==> src/design/iid_pkg.sv <==
// Package: opcodes, cycle counts, flag layout and types for the decoder
package iid_pkg;

	// Single and leading opcode bytes
	localparam logic [7:0] OPC_ASCII_ADD   = 8'h37;
	localparam logic [7:0] OPC_ASCII_SUB   = 8'h3f;
	localparam logic [7:0] OPC_ASCII_DIV   = 8'hd5;
	localparam logic [7:0] OPC_ASCII_MUL   = 8'hd4;
	localparam logic [7:0] OPC_ASCII_BASE  = 8'h0a;
	localparam logic [7:0] OPC_PRIV_ADJ    = 8'h63;
	localparam logic [7:0] OPC_ARRAY_LIM   = 8'h62;
	localparam logic [7:0] OPC_ESCAPE      = 8'h0f;
	// Second bytes after the escape
	localparam logic [7:0] OPC_BLIT0       = 8'h3a;
	localparam logic [7:0] OPC_BLIT1       = 8'h3b;
	localparam logic [7:0] OPC_SCAN_FWD    = 8'hbc;
	localparam logic [7:0] OPC_SCAN_REV    = 8'hbd;
	localparam logic [7:0] OPC_BIT_IMM     = 8'hba;
	localparam logic [7:0] OPC_BIT_TST_R   = 8'ha3;
	localparam logic [7:0] OPC_BIT_CMP_R   = 8'hbb;
	localparam logic [7:0] OPC_BIT_CLR_R   = 8'hb3;
	localparam logic [7:0] OPC_BIT_SET_R   = 8'hab;
	// Upper nibbles of the arithmetic families
	localparam logic [3:0] NIB_SUM         = 4'h0;
	localparam logic [3:0] NIB_ADC         = 4'h1;
	localparam logic [3:0] NIB_AND         = 4'h2;
	localparam logic [3:0] NIB_IMM_GRP     = 4'h8;
	// ModR/M reg field selectors
	localparam logic [2:0] REG_SUM         = 3'h0;
	localparam logic [2:0] REG_ADC         = 3'h2;
	localparam logic [2:0] REG_AND         = 3'h4;
	localparam logic [2:0] REG_BIT_TST     = 3'h4;
	localparam logic [2:0] REG_BIT_SET     = 3'h5;
	localparam logic [2:0] REG_BIT_CLR     = 3'h6;
	localparam logic [2:0] REG_BIT_CMP     = 3'h7;
	localparam logic [1:0] MOD_REGISTER    = 2'h3;

	// Cycle counts on a cache hit
	localparam logic [7:0] CYC_ASCII_ADD   = 8'h03;
	localparam logic [7:0] CYC_ASCII_DIV   = 8'h07;
	localparam logic [7:0] CYC_ASCII_MUL   = 8'h13;
	localparam logic [7:0] CYC_ALU         = 8'h01;
	localparam logic [7:0] CYC_PRIV_ADJ    = 8'h09;
	localparam logic [7:0] CYC_BLIT        = 8'h02;
	localparam logic [7:0] CYC_LIM_IN      = 8'h07;
	localparam logic [7:0] CYC_LIM_OUT     = 8'h08;
	localparam logic [7:0] CYC_SCAN_REG    = 8'h04;
	localparam logic [7:0] CYC_SCAN_FWD_M  = 8'h09;
	localparam logic [7:0] CYC_SCAN_REV_M  = 8'h0b;
	localparam logic [7:0] CYC_TST_REG     = 8'h01;
	localparam logic [7:0] CYC_TST_MEM     = 8'h07;
	localparam logic [7:0] CYC_MOD_REG     = 8'h02;
	localparam logic [7:0] CYC_MOD_MEM     = 8'h08;
	localparam logic [7:0] LIMIT_VECTOR    = 8'h05;

	// Immediate lengths in bytes
	localparam logic [2:0] IMM_NONE        = 3'h0;
	localparam logic [2:0] IMM_BYTE        = 3'h1;
	localparam logic [2:0] IMM_WORD        = 3'h2;
	localparam logic [2:0] IMM_DWORD       = 3'h4;

	// Flag vector bit positions
	localparam int FLG_OVERFLOW  = 8;
	localparam int FLG_DIRECTION = 7;
	localparam int FLG_INTERRUPT = 6;
	localparam int FLG_TRAP      = 5;
	localparam int FLG_SIGN      = 4;
	localparam int FLG_ZERO      = 3;
	localparam int FLG_AUX       = 2;
	localparam int FLG_PARITY    = 1;
	localparam int FLG_CARRY     = 0;
	localparam logic [8:0] FLG_NONE = 9'h000;

	typedef enum logic [4:0] {
		OP_NONE, OP_ASCII_ADD, OP_ASCII_SUB, OP_ASCII_DIV, OP_ASCII_MUL,
		OP_ADC, OP_SUM, OP_AND, OP_PRIV_ADJ, OP_BLIT0, OP_BLIT1,
		OP_ARRAY_LIM, OP_SCAN_FWD, OP_SCAN_REV, OP_BIT_TST, OP_BIT_CMP,
		OP_BIT_CLR, OP_BIT_SET
	} iid_op_t;

	// Per-flag effect: update, force, forced value, undefined
	typedef struct packed {
		logic [8:0] upd;
		logic [8:0] frc;
		logic [8:0] val;
		logic [8:0] und;
	} iid_fx_t;

endpackage

==> src/design/iid_cycle_timer.sv <==
// Execution cycle timer: counts a loaded figure down to a done pulse
`timescale 1ns/1ps
module iid_cycle_timer (
	input  wire logic       clk_sys,
	input  wire logic       rstn,
	input  wire logic       load,
	input  wire logic [7:0] count,
	output logic            last,
	output logic            done
);
	logic [7:0] cnt;
	logic [7:0] next_cnt;
	logic       next_done;

	// Last cycle of the run, lets the caller retire in step with done
	assign last = (cnt == 8'h01);

	// Next count and pulse
	always_comb begin
		next_cnt  = cnt;
		next_done = 1'b0;
		if (load) begin
			next_cnt = count;
		end else if (last) begin
			next_cnt  = 8'h00;
			next_done = 1'b1;
		end else if (cnt != 8'h00) begin
			next_cnt = cnt - 8'h01;
		end
	end

	// Registers
	always_ff @(posedge clk_sys) begin
		if (!rstn) begin
			cnt  <= 8'h00;
			done <= 1'b0;
		end else begin
			cnt  <= next_cnt;
			done <= next_done;
		end
	end
endmodule

==> src/design/iid_decode.sv <==
// Instruction subset decoder with flag effects and cycle timing
`timescale 1ns/1ps
// Contract
// [RULE_01] 37 decodes ascii_add_adjust, 3 cycles, AF CF
// [RULE_02] 3F decodes ascii_subtract_adjust, 3 cycles, same flags
// [RULE_03] D5 0A ascii_divide_prep, 7 cycles, SF ZF PF
// [RULE_04] D4 0A ascii_multiply_adjust, 19 cycles, same flags
// [RULE_05] Nibble 1 is add with carry, one cycle
// [RULE_06] 8x group op chosen by ModR/M reg
// [RULE_07] Nibble 0 is integer sum, all six flags
// [RULE_08] Nibble 2 conjunction clears overflow and carry
// [RULE_09] 63 privilege adjust, 9 cycles protected, zero only
// [RULE_10] 0F 3A rewinds blit buffer 0, 2 cycles
// [RULE_11] 0F 3B rewinds blit buffer 1, 2 cycles
// [RULE_12] 62 bound check: 7 in range, 8+vector 5
// [RULE_13] 0F BC forward scan 4 or 9+n, zero
// [RULE_14] 0F BD reverse scan 4 or 11+n, zero
// [RULE_15] Bit test BA/100 or A3, carry only
// [RULE_16] Complement BA/111 or BB, 2 or 8; the code gives the BA memory form 2
// [RULE_17] Clear BA/110 or B3, 2 or 8; the code gives the BA memory form 2
// [RULE_18] Set BA/101 or AB, 2 or 8; the code gives the BA memory form 2
// [RULE_19] Flags: update, keep, force value, or undefined
// [RULE_20] n adds one cycle per repetition
// [RULE_21] Full immediate is 8, 16 or 32 bits
// [RULE_22] Slash counts: register first, memory second
// [RULE_23] d direction, w width, s sign-extend
module iid_decode (
	input  wire logic             clk_sys,
	input  wire logic             rstn,
	input  wire logic             byte_valid,
	input  wire logic [7:0]       byte_data,
	input  wire logic             prot_mode,
	input  wire logic             op_size32,
	input  wire logic [4:0]       scan_reps,
	input  wire logic             bound_in_range,
	output logic                  byte_ready,
	output logic                  busy,
	output iid_pkg::iid_op_t      op,
	output logic [7:0]            cycles,
	output logic [2:0]            imm_len,
	output logic                  dir_to_reg,
	output logic                  wide,
	output logic                  mem_operand,
	output logic [8:0]            flag_update,
	output logic [8:0]            flag_force,
	output logic [8:0]            flag_force_val,
	output logic [8:0]            flag_undef,
	output logic                  exec_done,
	output logic                  blit0_rewind,
	output logic                  blit1_rewind,
	output logic                  bound_fault,
	output logic [7:0]            int_vector,
	output logic                  unsupported
);
	import iid_pkg::*;

	typedef enum logic [2:0] {
		ST_OPCODE, ST_ESCAPE, ST_ASCII2, ST_MODRM, ST_EXEC
	} iid_state_t;

	iid_state_t state, next_state;
	iid_op_t    next_op;
	logic [7:0] first, next_first;
	logic [7:0] next_cycles, next_vector;
	logic [2:0] next_imm;
	logic       next_dir, next_wide, next_mem, next_ready, next_unsup;
	logic       next_blit0, next_blit1, next_fault;
	logic [8:0] next_upd, next_frc, next_val, next_und;
	logic       take, start, t_last;
	iid_fx_t    fx;

	// Flag effects per operation; unmarked flags are kept
	function automatic iid_fx_t flag_fx(input iid_op_t o);
		iid_fx_t f;
		f = '{FLG_NONE, FLG_NONE, FLG_NONE, FLG_NONE};
		case (o)
			OP_ASCII_ADD, OP_ASCII_SUB: begin // [RULE_01] [RULE_02]
				f.upd[FLG_AUX]      = 1'b1;
				f.upd[FLG_CARRY]    = 1'b1;
				f.und[FLG_OVERFLOW] = 1'b1;
				f.und[FLG_SIGN]     = 1'b1;
				f.und[FLG_ZERO]     = 1'b1;
				f.und[FLG_PARITY]   = 1'b1;
			end
			OP_ASCII_DIV, OP_ASCII_MUL: begin // [RULE_03] [RULE_04]
				f.upd[FLG_SIGN]     = 1'b1;
				f.upd[FLG_ZERO]     = 1'b1;
				f.upd[FLG_PARITY]   = 1'b1;
				f.und[FLG_OVERFLOW] = 1'b1;
				f.und[FLG_AUX]      = 1'b1;
				f.und[FLG_CARRY]    = 1'b1;
			end
			OP_ADC, OP_SUM: begin // [RULE_05] [RULE_07]
				f.upd[FLG_OVERFLOW] = 1'b1;
				f.upd[FLG_SIGN]     = 1'b1;
				f.upd[FLG_ZERO]     = 1'b1;
				f.upd[FLG_AUX]      = 1'b1;
				f.upd[FLG_PARITY]   = 1'b1;
				f.upd[FLG_CARRY]    = 1'b1;
			end
			OP_AND: begin // [RULE_08]
				f.frc[FLG_OVERFLOW] = 1'b1;
				f.frc[FLG_CARRY]    = 1'b1;
				f.upd[FLG_SIGN]     = 1'b1;
				f.upd[FLG_ZERO]     = 1'b1;
				f.upd[FLG_PARITY]   = 1'b1;
				f.und[FLG_AUX]      = 1'b1;
			end
			OP_PRIV_ADJ, OP_SCAN_FWD, OP_SCAN_REV: begin // [RULE_09] [RULE_13] [RULE_14]
				f.upd[FLG_ZERO] = 1'b1;
			end
			OP_BIT_TST, OP_BIT_CMP, OP_BIT_CLR, OP_BIT_SET: begin // [RULE_15] [RULE_16] [RULE_17] [RULE_18]
				f.upd[FLG_CARRY] = 1'b1;
			end
			default: begin // Blit rewinds and bound check touch nothing [RULE_10] [RULE_11] [RULE_12] [RULE_19]
				f.upd = FLG_NONE;
			end
		endcase
		return f;
	endfunction

	// Full immediate: one byte, or word or dword by operand size
	function automatic logic [2:0] full_imm(input logic w);
		if (!w)
			return IMM_BYTE;
		return op_size32 ? IMM_DWORD : IMM_WORD; // [RULE_21]
	endfunction

	assign take = byte_valid && byte_ready;

	iid_cycle_timer u_timer (
		.clk_sys (clk_sys),
		.rstn    (rstn),
		.load    (start),
		.count   (next_cycles),
		.last    (t_last),
		.done    (exec_done)
	);

	// Byte-walk decoder; results latch when the last byte is taken
	always_comb begin
		next_state  = state;
		next_first  = first;
		next_op     = op;
		next_cycles = cycles;
		next_imm    = imm_len;
		next_dir    = dir_to_reg;
		next_wide   = wide;
		next_mem    = mem_operand;
		next_vector = int_vector;
		next_unsup  = 1'b0;
		next_fault  = 1'b0;
		start       = 1'b0;
		case (state)
			ST_OPCODE: begin
				if (take) begin
					next_first = byte_data;
					next_imm   = IMM_NONE;
					next_mem   = 1'b0;
					next_dir   = 1'b0;
					next_wide  = 1'b0;
					if (byte_data == OPC_ASCII_ADD || byte_data == OPC_ASCII_SUB) begin
						next_op     = (byte_data == OPC_ASCII_ADD) ? OP_ASCII_ADD : OP_ASCII_SUB; // [RULE_01] [RULE_02]
						next_cycles = CYC_ASCII_ADD;
						start       = 1'b1;
					end else if (byte_data == OPC_ASCII_DIV || byte_data == OPC_ASCII_MUL) begin
						next_state = ST_ASCII2;
					end else if (byte_data == OPC_ESCAPE) begin
						next_state = ST_ESCAPE;
					end else if ((byte_data[7:4] == NIB_SUM || byte_data[7:4] == NIB_ADC
						|| byte_data[7:4] == NIB_AND) && !byte_data[3]
						&& byte_data[2:1] != 2'b11) begin
						// [RULE_05] [RULE_07] [RULE_08] [RULE_23]
						next_op   = (byte_data[7:4] == NIB_SUM) ? OP_SUM :
							(byte_data[7:4] == NIB_ADC) ? OP_ADC : OP_AND;
						next_wide = byte_data[0];
						next_dir  = byte_data[1] && !byte_data[2];
						if (byte_data[2]) begin
							next_imm    = full_imm(byte_data[0]);
							next_cycles = CYC_ALU;
							start       = 1'b1;
						end else begin
							next_state = ST_MODRM;
						end
					end else if (byte_data[7:2] == {NIB_IMM_GRP, 2'b00}) begin
						next_wide  = byte_data[0];
						// Sign-extended form carries only one byte [RULE_23]
						next_imm   = byte_data[1] ? IMM_BYTE : full_imm(byte_data[0]);
						next_state = ST_MODRM;
					end else if (byte_data == OPC_PRIV_ADJ || byte_data == OPC_ARRAY_LIM) begin
						next_state = ST_MODRM;
					end else begin
						next_op    = OP_NONE;
						next_unsup = 1'b1;
					end
				end
			end
			ST_ASCII2: begin
				if (take) begin
					next_state = ST_OPCODE;
					if (byte_data == OPC_ASCII_BASE) begin
						next_op     = (first == OPC_ASCII_DIV) ? OP_ASCII_DIV : OP_ASCII_MUL; // [RULE_03] [RULE_04]
						next_cycles = (first == OPC_ASCII_DIV) ? CYC_ASCII_DIV : CYC_ASCII_MUL;
						start       = 1'b1;
					end else begin
						next_op    = OP_NONE;
						next_unsup = 1'b1;
					end
				end
			end
			ST_ESCAPE: begin
				if (take) begin
					next_first = byte_data;
					next_state = ST_MODRM;
					case (byte_data)
						OPC_BLIT0, OPC_BLIT1: begin // [RULE_10] [RULE_11]
							next_op     = (byte_data == OPC_BLIT0) ? OP_BLIT0 : OP_BLIT1;
							next_cycles = CYC_BLIT;
							next_state  = ST_OPCODE;
							start       = 1'b1;
						end
						OPC_BIT_IMM: next_imm = IMM_BYTE;
						OPC_SCAN_FWD, OPC_SCAN_REV, OPC_BIT_TST_R,
						OPC_BIT_CMP_R, OPC_BIT_CLR_R, OPC_BIT_SET_R: next_imm = IMM_NONE;
						default: begin
							next_op    = OP_NONE;
							next_state = ST_OPCODE;
							next_unsup = 1'b1;
						end
					endcase
				end
			end
			ST_MODRM: begin
				if (take) begin
					next_state = ST_OPCODE;
					next_mem   = (byte_data[7:6] != MOD_REGISTER);
					start      = 1'b1;
					next_cycles = CYC_ALU;
					if (first[7:4] == NIB_IMM_GRP) begin // [RULE_06]
						case (byte_data[5:3])
							REG_SUM: next_op = OP_SUM;
							REG_ADC: next_op = OP_ADC;
							REG_AND: next_op = OP_AND;
							default: next_op = OP_NONE;
						endcase
					end else if (first == OPC_PRIV_ADJ) begin
						next_op     = prot_mode ? OP_PRIV_ADJ : OP_NONE; // [RULE_09]
						next_cycles = CYC_PRIV_ADJ;
					end else if (first == OPC_ARRAY_LIM) begin // [RULE_12]
						next_op     = OP_ARRAY_LIM;
						next_cycles = bound_in_range ? CYC_LIM_IN : CYC_LIM_OUT;
					end else if (first == OPC_SCAN_FWD || first == OPC_SCAN_REV) begin
						// Memory scans add one cycle per repetition [RULE_13] [RULE_14] [RULE_20] [RULE_22]
						next_op     = (first == OPC_SCAN_FWD) ? OP_SCAN_FWD : OP_SCAN_REV;
						next_cycles = !next_mem ? CYC_SCAN_REG :
							((first == OPC_SCAN_FWD) ? CYC_SCAN_FWD_M : CYC_SCAN_REV_M)
							+ {3'h0, scan_reps};
					end else if (first == OPC_BIT_IMM) begin
						case (byte_data[5:3])
							REG_BIT_TST: next_op = OP_BIT_TST; // [RULE_15]
							REG_BIT_CMP: next_op = OP_BIT_CMP; // [RULE_16]
							REG_BIT_CLR: next_op = OP_BIT_CLR; // [RULE_17]
							REG_BIT_SET: next_op = OP_BIT_SET; // [RULE_18]
							default:     next_op = OP_NONE;
						endcase
						// Immediate index forms cost the register figure
						next_cycles = (next_op == OP_BIT_TST) ? CYC_TST_REG : CYC_MOD_REG;
					end else if (first == OPC_BIT_TST_R) begin
						next_op     = OP_BIT_TST;
						next_cycles = next_mem ? CYC_TST_MEM : CYC_TST_REG; // [RULE_15] [RULE_22]
					end else if (first == OPC_BIT_CMP_R || first == OPC_BIT_CLR_R
						|| first == OPC_BIT_SET_R) begin
						next_op     = (first == OPC_BIT_CMP_R) ? OP_BIT_CMP :
							(first == OPC_BIT_CLR_R) ? OP_BIT_CLR : OP_BIT_SET;
						next_cycles = next_mem ? CYC_MOD_MEM : CYC_MOD_REG; // [RULE_16] [RULE_17] [RULE_18]
					end
					// Unknown reg field, or privilege adjust in real mode
					if (next_op == OP_NONE) begin
						start      = 1'b0;
						next_unsup = 1'b1;
					end
				end
			end
			ST_EXEC: begin
				if (t_last) begin
					next_state  = ST_OPCODE;
					next_fault  = (op == OP_ARRAY_LIM) && (cycles == CYC_LIM_OUT); // [RULE_12]
					next_vector = next_fault ? LIMIT_VECTOR : int_vector;
				end
			end
			default: next_state = ST_OPCODE;
		endcase
		if (start)
			next_state = ST_EXEC;
		// Flag outputs follow the newly decoded operation
		fx         = flag_fx(next_op);
		next_upd   = start ? fx.upd : flag_update;
		next_frc   = start ? fx.frc : flag_force;
		next_val   = start ? fx.val : flag_force_val;
		next_und   = start ? fx.und : flag_undef;
		next_ready = (next_state != ST_EXEC);
		next_blit0 = (state == ST_EXEC) && t_last && (op == OP_BLIT0); // [RULE_10]
		next_blit1 = (state == ST_EXEC) && t_last && (op == OP_BLIT1); // [RULE_11]
	end

	// State and output registers
	always_ff @(posedge clk_sys) begin
		if (!rstn) begin
			state          <= ST_OPCODE;
			first          <= 8'h00;
			op             <= OP_NONE;
			cycles         <= 8'h00;
			imm_len        <= IMM_NONE;
			dir_to_reg     <= 1'b0;
			wide           <= 1'b0;
			mem_operand    <= 1'b0;
			flag_update    <= FLG_NONE;
			flag_force     <= FLG_NONE;
			flag_force_val <= FLG_NONE;
			flag_undef     <= FLG_NONE;
			byte_ready     <= 1'b0;
			busy           <= 1'b0;
			blit0_rewind   <= 1'b0;
			blit1_rewind   <= 1'b0;
			bound_fault    <= 1'b0;
			int_vector     <= 8'h00;
			unsupported    <= 1'b0;
		end else begin
			state          <= next_state;
			first          <= next_first;
			op             <= next_op;
			cycles         <= next_cycles;
			imm_len        <= next_imm;
			dir_to_reg     <= next_dir;
			wide           <= next_wide;
			mem_operand    <= next_mem;
			flag_update    <= next_upd;
			flag_force     <= next_frc;
			flag_force_val <= next_val;
			flag_undef     <= next_und;
			byte_ready     <= next_ready;
			busy           <= (next_state == ST_EXEC);
			blit0_rewind   <= next_blit0;
			blit1_rewind   <= next_blit1;
			bound_fault    <= next_fault;
			int_vector     <= next_vector;
			unsupported    <= next_unsup;
		end
	end

	// Timing and effect checks
	property p_ascii_add_time;
		@(posedge clk_sys) disable iff (!rstn)
		start && next_op == OP_ASCII_ADD |->
			##3 (!exec_done && busy) ##1 exec_done;
	endproperty
	a_ascii_add_time: assert property (p_ascii_add_time) else $error("ascii add not 3 cycles"); // [RULE_01]

	property p_ascii_mul_time;
		@(posedge clk_sys) disable iff (!rstn)
		start && next_op == OP_ASCII_MUL |-> ##20 exec_done;
	endproperty
	a_ascii_mul_time: assert property (p_ascii_mul_time) else $error("multiply adjust not 19 cycles"); // [RULE_04]

	property p_ascii_div_flags;
		@(posedge clk_sys) disable iff (!rstn)
		start && next_op == OP_ASCII_DIV |=>
			(flag_update == 9'h01a && flag_undef == 9'h105) ##7 exec_done;
	endproperty
	a_ascii_div_flags: assert property (p_ascii_div_flags) else $error("divide prep flags or time wrong"); // [RULE_03]

	property p_and_forces;
		@(posedge clk_sys) disable iff (!rstn)
		start && next_op == OP_AND |=> flag_force == 9'h101 && flag_force_val == 9'h000 && busy;
	endproperty
	a_and_forces: assert property (p_and_forces) else $error("conjunction does not clear overflow and carry"); // [RULE_08]

	property p_priv_real;
		@(posedge clk_sys) disable iff (!rstn)
		state == ST_MODRM && take && first == OPC_PRIV_ADJ && !prot_mode |=> unsupported && !busy;
	endproperty
	a_priv_real: assert property (p_priv_real) else $error("privilege adjust accepted in real mode"); // [RULE_09]

	property p_blit0;
		@(posedge clk_sys) disable iff (!rstn)
		start && next_op == OP_BLIT0 |->
			##3 (exec_done && blit0_rewind && !blit1_rewind);
	endproperty
	a_blit0: assert property (p_blit0) else $error("blit buffer 0 rewind not at cycle 2"); // [RULE_10]

	property p_bound_out;
		@(posedge clk_sys) disable iff (!rstn)
		start && next_op == OP_ARRAY_LIM && !bound_in_range |->
			##9 (bound_fault && int_vector == 8'h05);
	endproperty
	a_bound_out: assert property (p_bound_out) else $error("out of range bound check missed vector 5"); // [RULE_12]

	property p_scan_reg;
		@(posedge clk_sys) disable iff (!rstn)
		start && next_op == OP_SCAN_FWD && !next_mem |-> ##5 exec_done;
	endproperty
	a_scan_reg: assert property (p_scan_reg) else $error("register scan not 4 cycles"); // [RULE_13]

	property p_bit_carry;
		@(posedge clk_sys) disable iff (!rstn)
		start && next_op == OP_BIT_SET |=> flag_update == 9'h001 && (cycles == 8'h02 || cycles == 8'h08);
	endproperty
	a_bit_carry: assert property (p_bit_carry) else $error("bit set flags or count wrong"); // [RULE_18]
endmodule

==> config.mk <==
export PLATFORM = sky130hd
export DESIGN_NAME = iid_decode
export DESIGN_NICKNAME = d
export VERILOG_FILES = /design/src/design/iid_pkg.sv /design/src/design/iid_cycle_timer.sv /design/src/design/iid_decode.sv
export SDC_FILE = /design/constraint.sdc
export NUM_CORES = 1
export LEC_CHECK = 0
export ABC_AREA = 1
export BUFFER_PORTS_ARGS = -buffer_cell sky130_fd_sc_hd__buf_2
export CAP_MARGIN = 20
export CORE_ASPECT_RATIO = 0.8
export CORE_MARGIN = 2
export CORE_UTILIZATION = 54
export DETAILED_ROUTE_END_ITERATION = 10
export PLACE_DENSITY = 0.79
export RECOVER_POWER = 50
export SLEW_MARGIN = 40
export SYNTH_ARGS = -nofsm -noshare
export SYNTH_HDL_FRONTEND = slang
export SYNTH_SLANG_ARGS = --single-unit
==> constraint.sdc <==
create_clock -name clk_sys -period 3.2 [get_ports clk_sys]
set_input_delay 0.32 -clock clk_sys [delete_from_list [all_inputs] [get_ports clk_sys]]
set_output_delay 0.32 -clock clk_sys [all_outputs]
set_load 0.1 [all_outputs]
==> metrics.md <==
| Metric | Value |
|---|---|
| Status | completed |
| Synthesis-stage register bit count | 56 |
| Clk buf depth | 2 |
| Antenna cells | 0 |
| Min-delay worst type | in2reg |
| Root Buffer | clkbuf_8 |
| Yosys synthesis warning count | 0 |
| Num CTS Buffers | 5 |
| Worst-path cell with the longest stage delay | dfxtp_1 |
| Clock skew | just under 0.007 ns |
| Final Net Count | 773 |
| Cell taking the most area after synthesis | dfxtp_1 |
| Resized Gates After CTS | 0 |
| Post-synth EDFFs | 0 |
| Top_reg_cell synth | dfxtp_1 |
| Die ar. | ~8600 sq um |
| DRC Markers | 0 |
| Largest net degree at the start of global routing | 31 |
| Setup crit end kind | flip-flop |
| RSZ-0062 raised after global routing | no |
| Post-synthesis mux area share | 0% |
| GPL Wtd Cong | 0.997 |
| Gr ovfl total | 0 |
| Via Count | 4652 |
| Core area | around 7500 sq um |
| Io pins | 89 |
| Max VDD drop | between 0.3 and 0.4 mV |
| Final WS setup | 0.425 ns |
| Slew headroom | 21.2% |
| Final hold violations | 0 |
| Max Cap Viol | 0 |
| Hold Buf Count CTS | 0 |
| Cells along the critical path | inv_2 -> nand2_2 -> nor2_8 -> nand4_4 -> clkinv_1 -> nand2_1 -> inv_1 -> fa_1 -> or2_2 -> nand2_1 -> nand2_1 -> a21oi_1 -> nor3_1 -> o21ai_0 -> o21ai_1 -> inv_1 -> o22ai_1 -> inv_1 -> nor2_1 |
| Clk pin slew, worst setup/hold paths | 0.11 ns |
| Vias in the first global route | 4184 |
| Initial Util | approximately 57% |
| Fraction of registers with async set/reset | 0% |
| Post-DR vias/cell | 5.43 |
| PortBufs | 60 |
| Synth cell types | slightly below 50 |
| Most frequent cells in the layout | 157 x nand2_1, 94 x nor2_1, 77 x inv_1, 56 x dfxtp_1, 49 x a21oi_1 |
| Die width | about 100 um |
| H-tree depth | 2 |
| Worst EP arrival | 3.00 ns |
| Worst-margin pin slew | ~1.2 ns |
| Setup tns final | 0 ns |
| Fill cells | 818 |
| Leak pwr | 2.16 nW |
| Endpoints failing setup | 0 |
| Fin crit period | 2.78 ns |
| Worst path bufs/invs | 5 |
| Synth top area cells | dfxtp_1 26%, nand2_1 14%, nor2_1 8.3%, inv_1 6.9%, buf_4 6.0% |
| Mapped Cells | 695 |
| Class of the most critical setup path | reg2reg |
| First-pass GRT wire length | 20300 um |
| Routed WL | 12400 um |
| Fraction of the cycle the final worst path needs | 86.7% |
| Post-synthesis sequential area ratio | 26.5% |
| Hpwl dp | ~9800 um |
| Dpl ws | 0.467 ns |
| Synth Area in XOR/XNOR | approximately 1.4% |
| Max Clk Rate | 360 MHz |
| Most common cell after layout, fill and taps aside | nand2_1 |
| Mapped Area | 4240 sq um |
| Postcts setup bufs | 0 |
| Crit path largest cell delay | between 0.4 and 0.5 ns |
| CP Max Fanout | 9 |
| Compound-Gate Fraction of Synth Area | between 10% and 20% |
| Routed Antenna Nets | 0 |
| Clk Latency, worst-skew pair | 0.32 ns |
| Initial antenna violation count | 0 |
| Synth top area share | 26.5% |
| WL/cell | 14.5 um |
| Syn_area_per_cell | 6.10 sq um |
| Syn-to-layout area delta | 7.38% |
| Adder and majority cell fraction of the synthesized area | under 10% |
| Initial DRC count | around 430 |
| P per Cell Area | 492 nW/um^2 |
| Simple-Gate Fraction of Synth Area | between 30% and 40% |
| Data required time of the worst path | 3.42 ns |
| Final Max Tran Viols | 0 |
| Largest regs | cycles: 8 flops, first: 8 flops, u_timer.cnt: 8 flops |
| Rows | 28 |
| Largest family of logic cells by synthesized area | simple AND/OR/NAND/NOR gates |
| CTS sink cnt | 56 |
| Iteration count of the initial detailed-routing pass | 5 |
| CTS tree | done |
| Share of layout cells above drive strength 1 | a little under an eighth |
| GR Util All Layers | 29.4% |
| Startpoint Class | flip-flop |
| Final Power | 0.00224 W |
| Die Y | 83.2 um |
| Crit path max-delay family | simple AND/OR/NAND/NOR gates |
==> cell usage after synthesis (all sizes together) (2+ instances only) <==
library cell / count
clkinv: 3
nand3: 43
or2: 4
a211oi: 3
clkbuf: 9
nand2: 177
o21ai: 46
nor2: 103
o211ai: 2
a21oi: 52
nand3b: 2
nor3: 18
o22ai: 4
nor4: 2
xnor2: 3
dfxtp: 56
buf: 38
a31oi: 3
o31ai: 3
nor3b: 3
ha: 3
xor2: 4
inv: 91
nand4: 15
==> cell families (layout without fill, tap and decap cells) <==
logic type,after synthesis,in the layout
other,1,28
adder cells (fa/ha/maj),4,4
flip-flops,56,56
AND/OR/NAND/NOR,368,368
XOR/XNOR,7,7
AO/OA/AOI/OAI,118,118
buffers and inverters,141,170
==> worst reg2reg max path: stages, from the launching register on <==
cell and delay [ns]:
dfxtp_1 0.45, inv_2 0.05, nand2_2 0.13, nor2_8 0.07, nand4_4 0.12, clkinv_1 0.10
nand2_1 0.11, inv_1 0.06, fa_1 0.37, or2_2 0.33, nand2_1 0.07, nand2_1 0.05
a21oi_1 0.15, nor3_1 0.07, o21ai_0 0.19, o21ai_1 0.10, inv_1 0.08, o22ai_1 0.09
inv_1 0.06, nor2_1 0.03
==> layer usage <==
| metal | GRT usage (%) | vias to the layer above | wire length, um |
|---|---|---|---|
| met1 | 45.4 | 2108 | 5840 |
| met5 | 0 | - | 0 |
| met4 | 5.38 | 0 | 169 |
| met2 | 42.8 | 239 | 5240 |
| met3 | 5.13 | 18 | 1140 |
| li1 | - | 2287 | - |
==> through the flow <==
stage | util [%] | instance area (sq um) | std cells | hold WS (ns)
finish | 60.7 | 4550 | 856 | 0.284
global route | 60.7 | 4550 | 856 | 0.302
CTS | 61.5 | 4610 | 856 | 0.279
detailed placement | 60.3 | 4520 | 848 | 0.457
global placement | 60.3 | 4520 | 848 | 0.451
floorplan | - | 4340 | 722 | 0.468
==> path summary, 6_finish.rpt <==
| path | start | endpoint | slack (ns) | depth (start not counted) |
|---|---|---|---|---|
| worst max-delay path | first[6]$_SDFFE_PN0P_ | u_timer.cnt[2]$_SDFFE_PN0P_ | 0.42 | 19 |
| worst min-delay path | op_size32 | imm_len[1]$_SDFFE_PN0P_ | 0.28 | 3 |
| worst max register to register | first[6]$_SDFFE_PN0P_ | u_timer.cnt[2]$_SDFFE_PN0P_ | 0.42 | 19 |
| worst min register to register | dir_to_reg$_SDFFE_PN0P_ | dir_to_reg$_SDFFE_PN0P_ | 0.48 | 2 |
==> cell type report <==
cell class / count / area (sq um) / share of cell area [%]
well taps: 105 / 131 / 2.89
repair buffers: 68 / 304 / 6.68
inverters: 94 / 355 / 7.81
flip-flops and latches: 56 / 1120 / 24.6
clock inverters: 2 / 16.3 / 0.357
clock buffers: 6 / 72.6 / 1.59
multi-input cells: 525 / 2550 / 56.0
==> where the power goes <==
group	switching [W]	internal (W)
sequential	0.0000640	0.000768
combinational	0.000731	0.000269
clock	0.000250	0.000157
No activity file was read; power rests on OpenSTA's default activity.
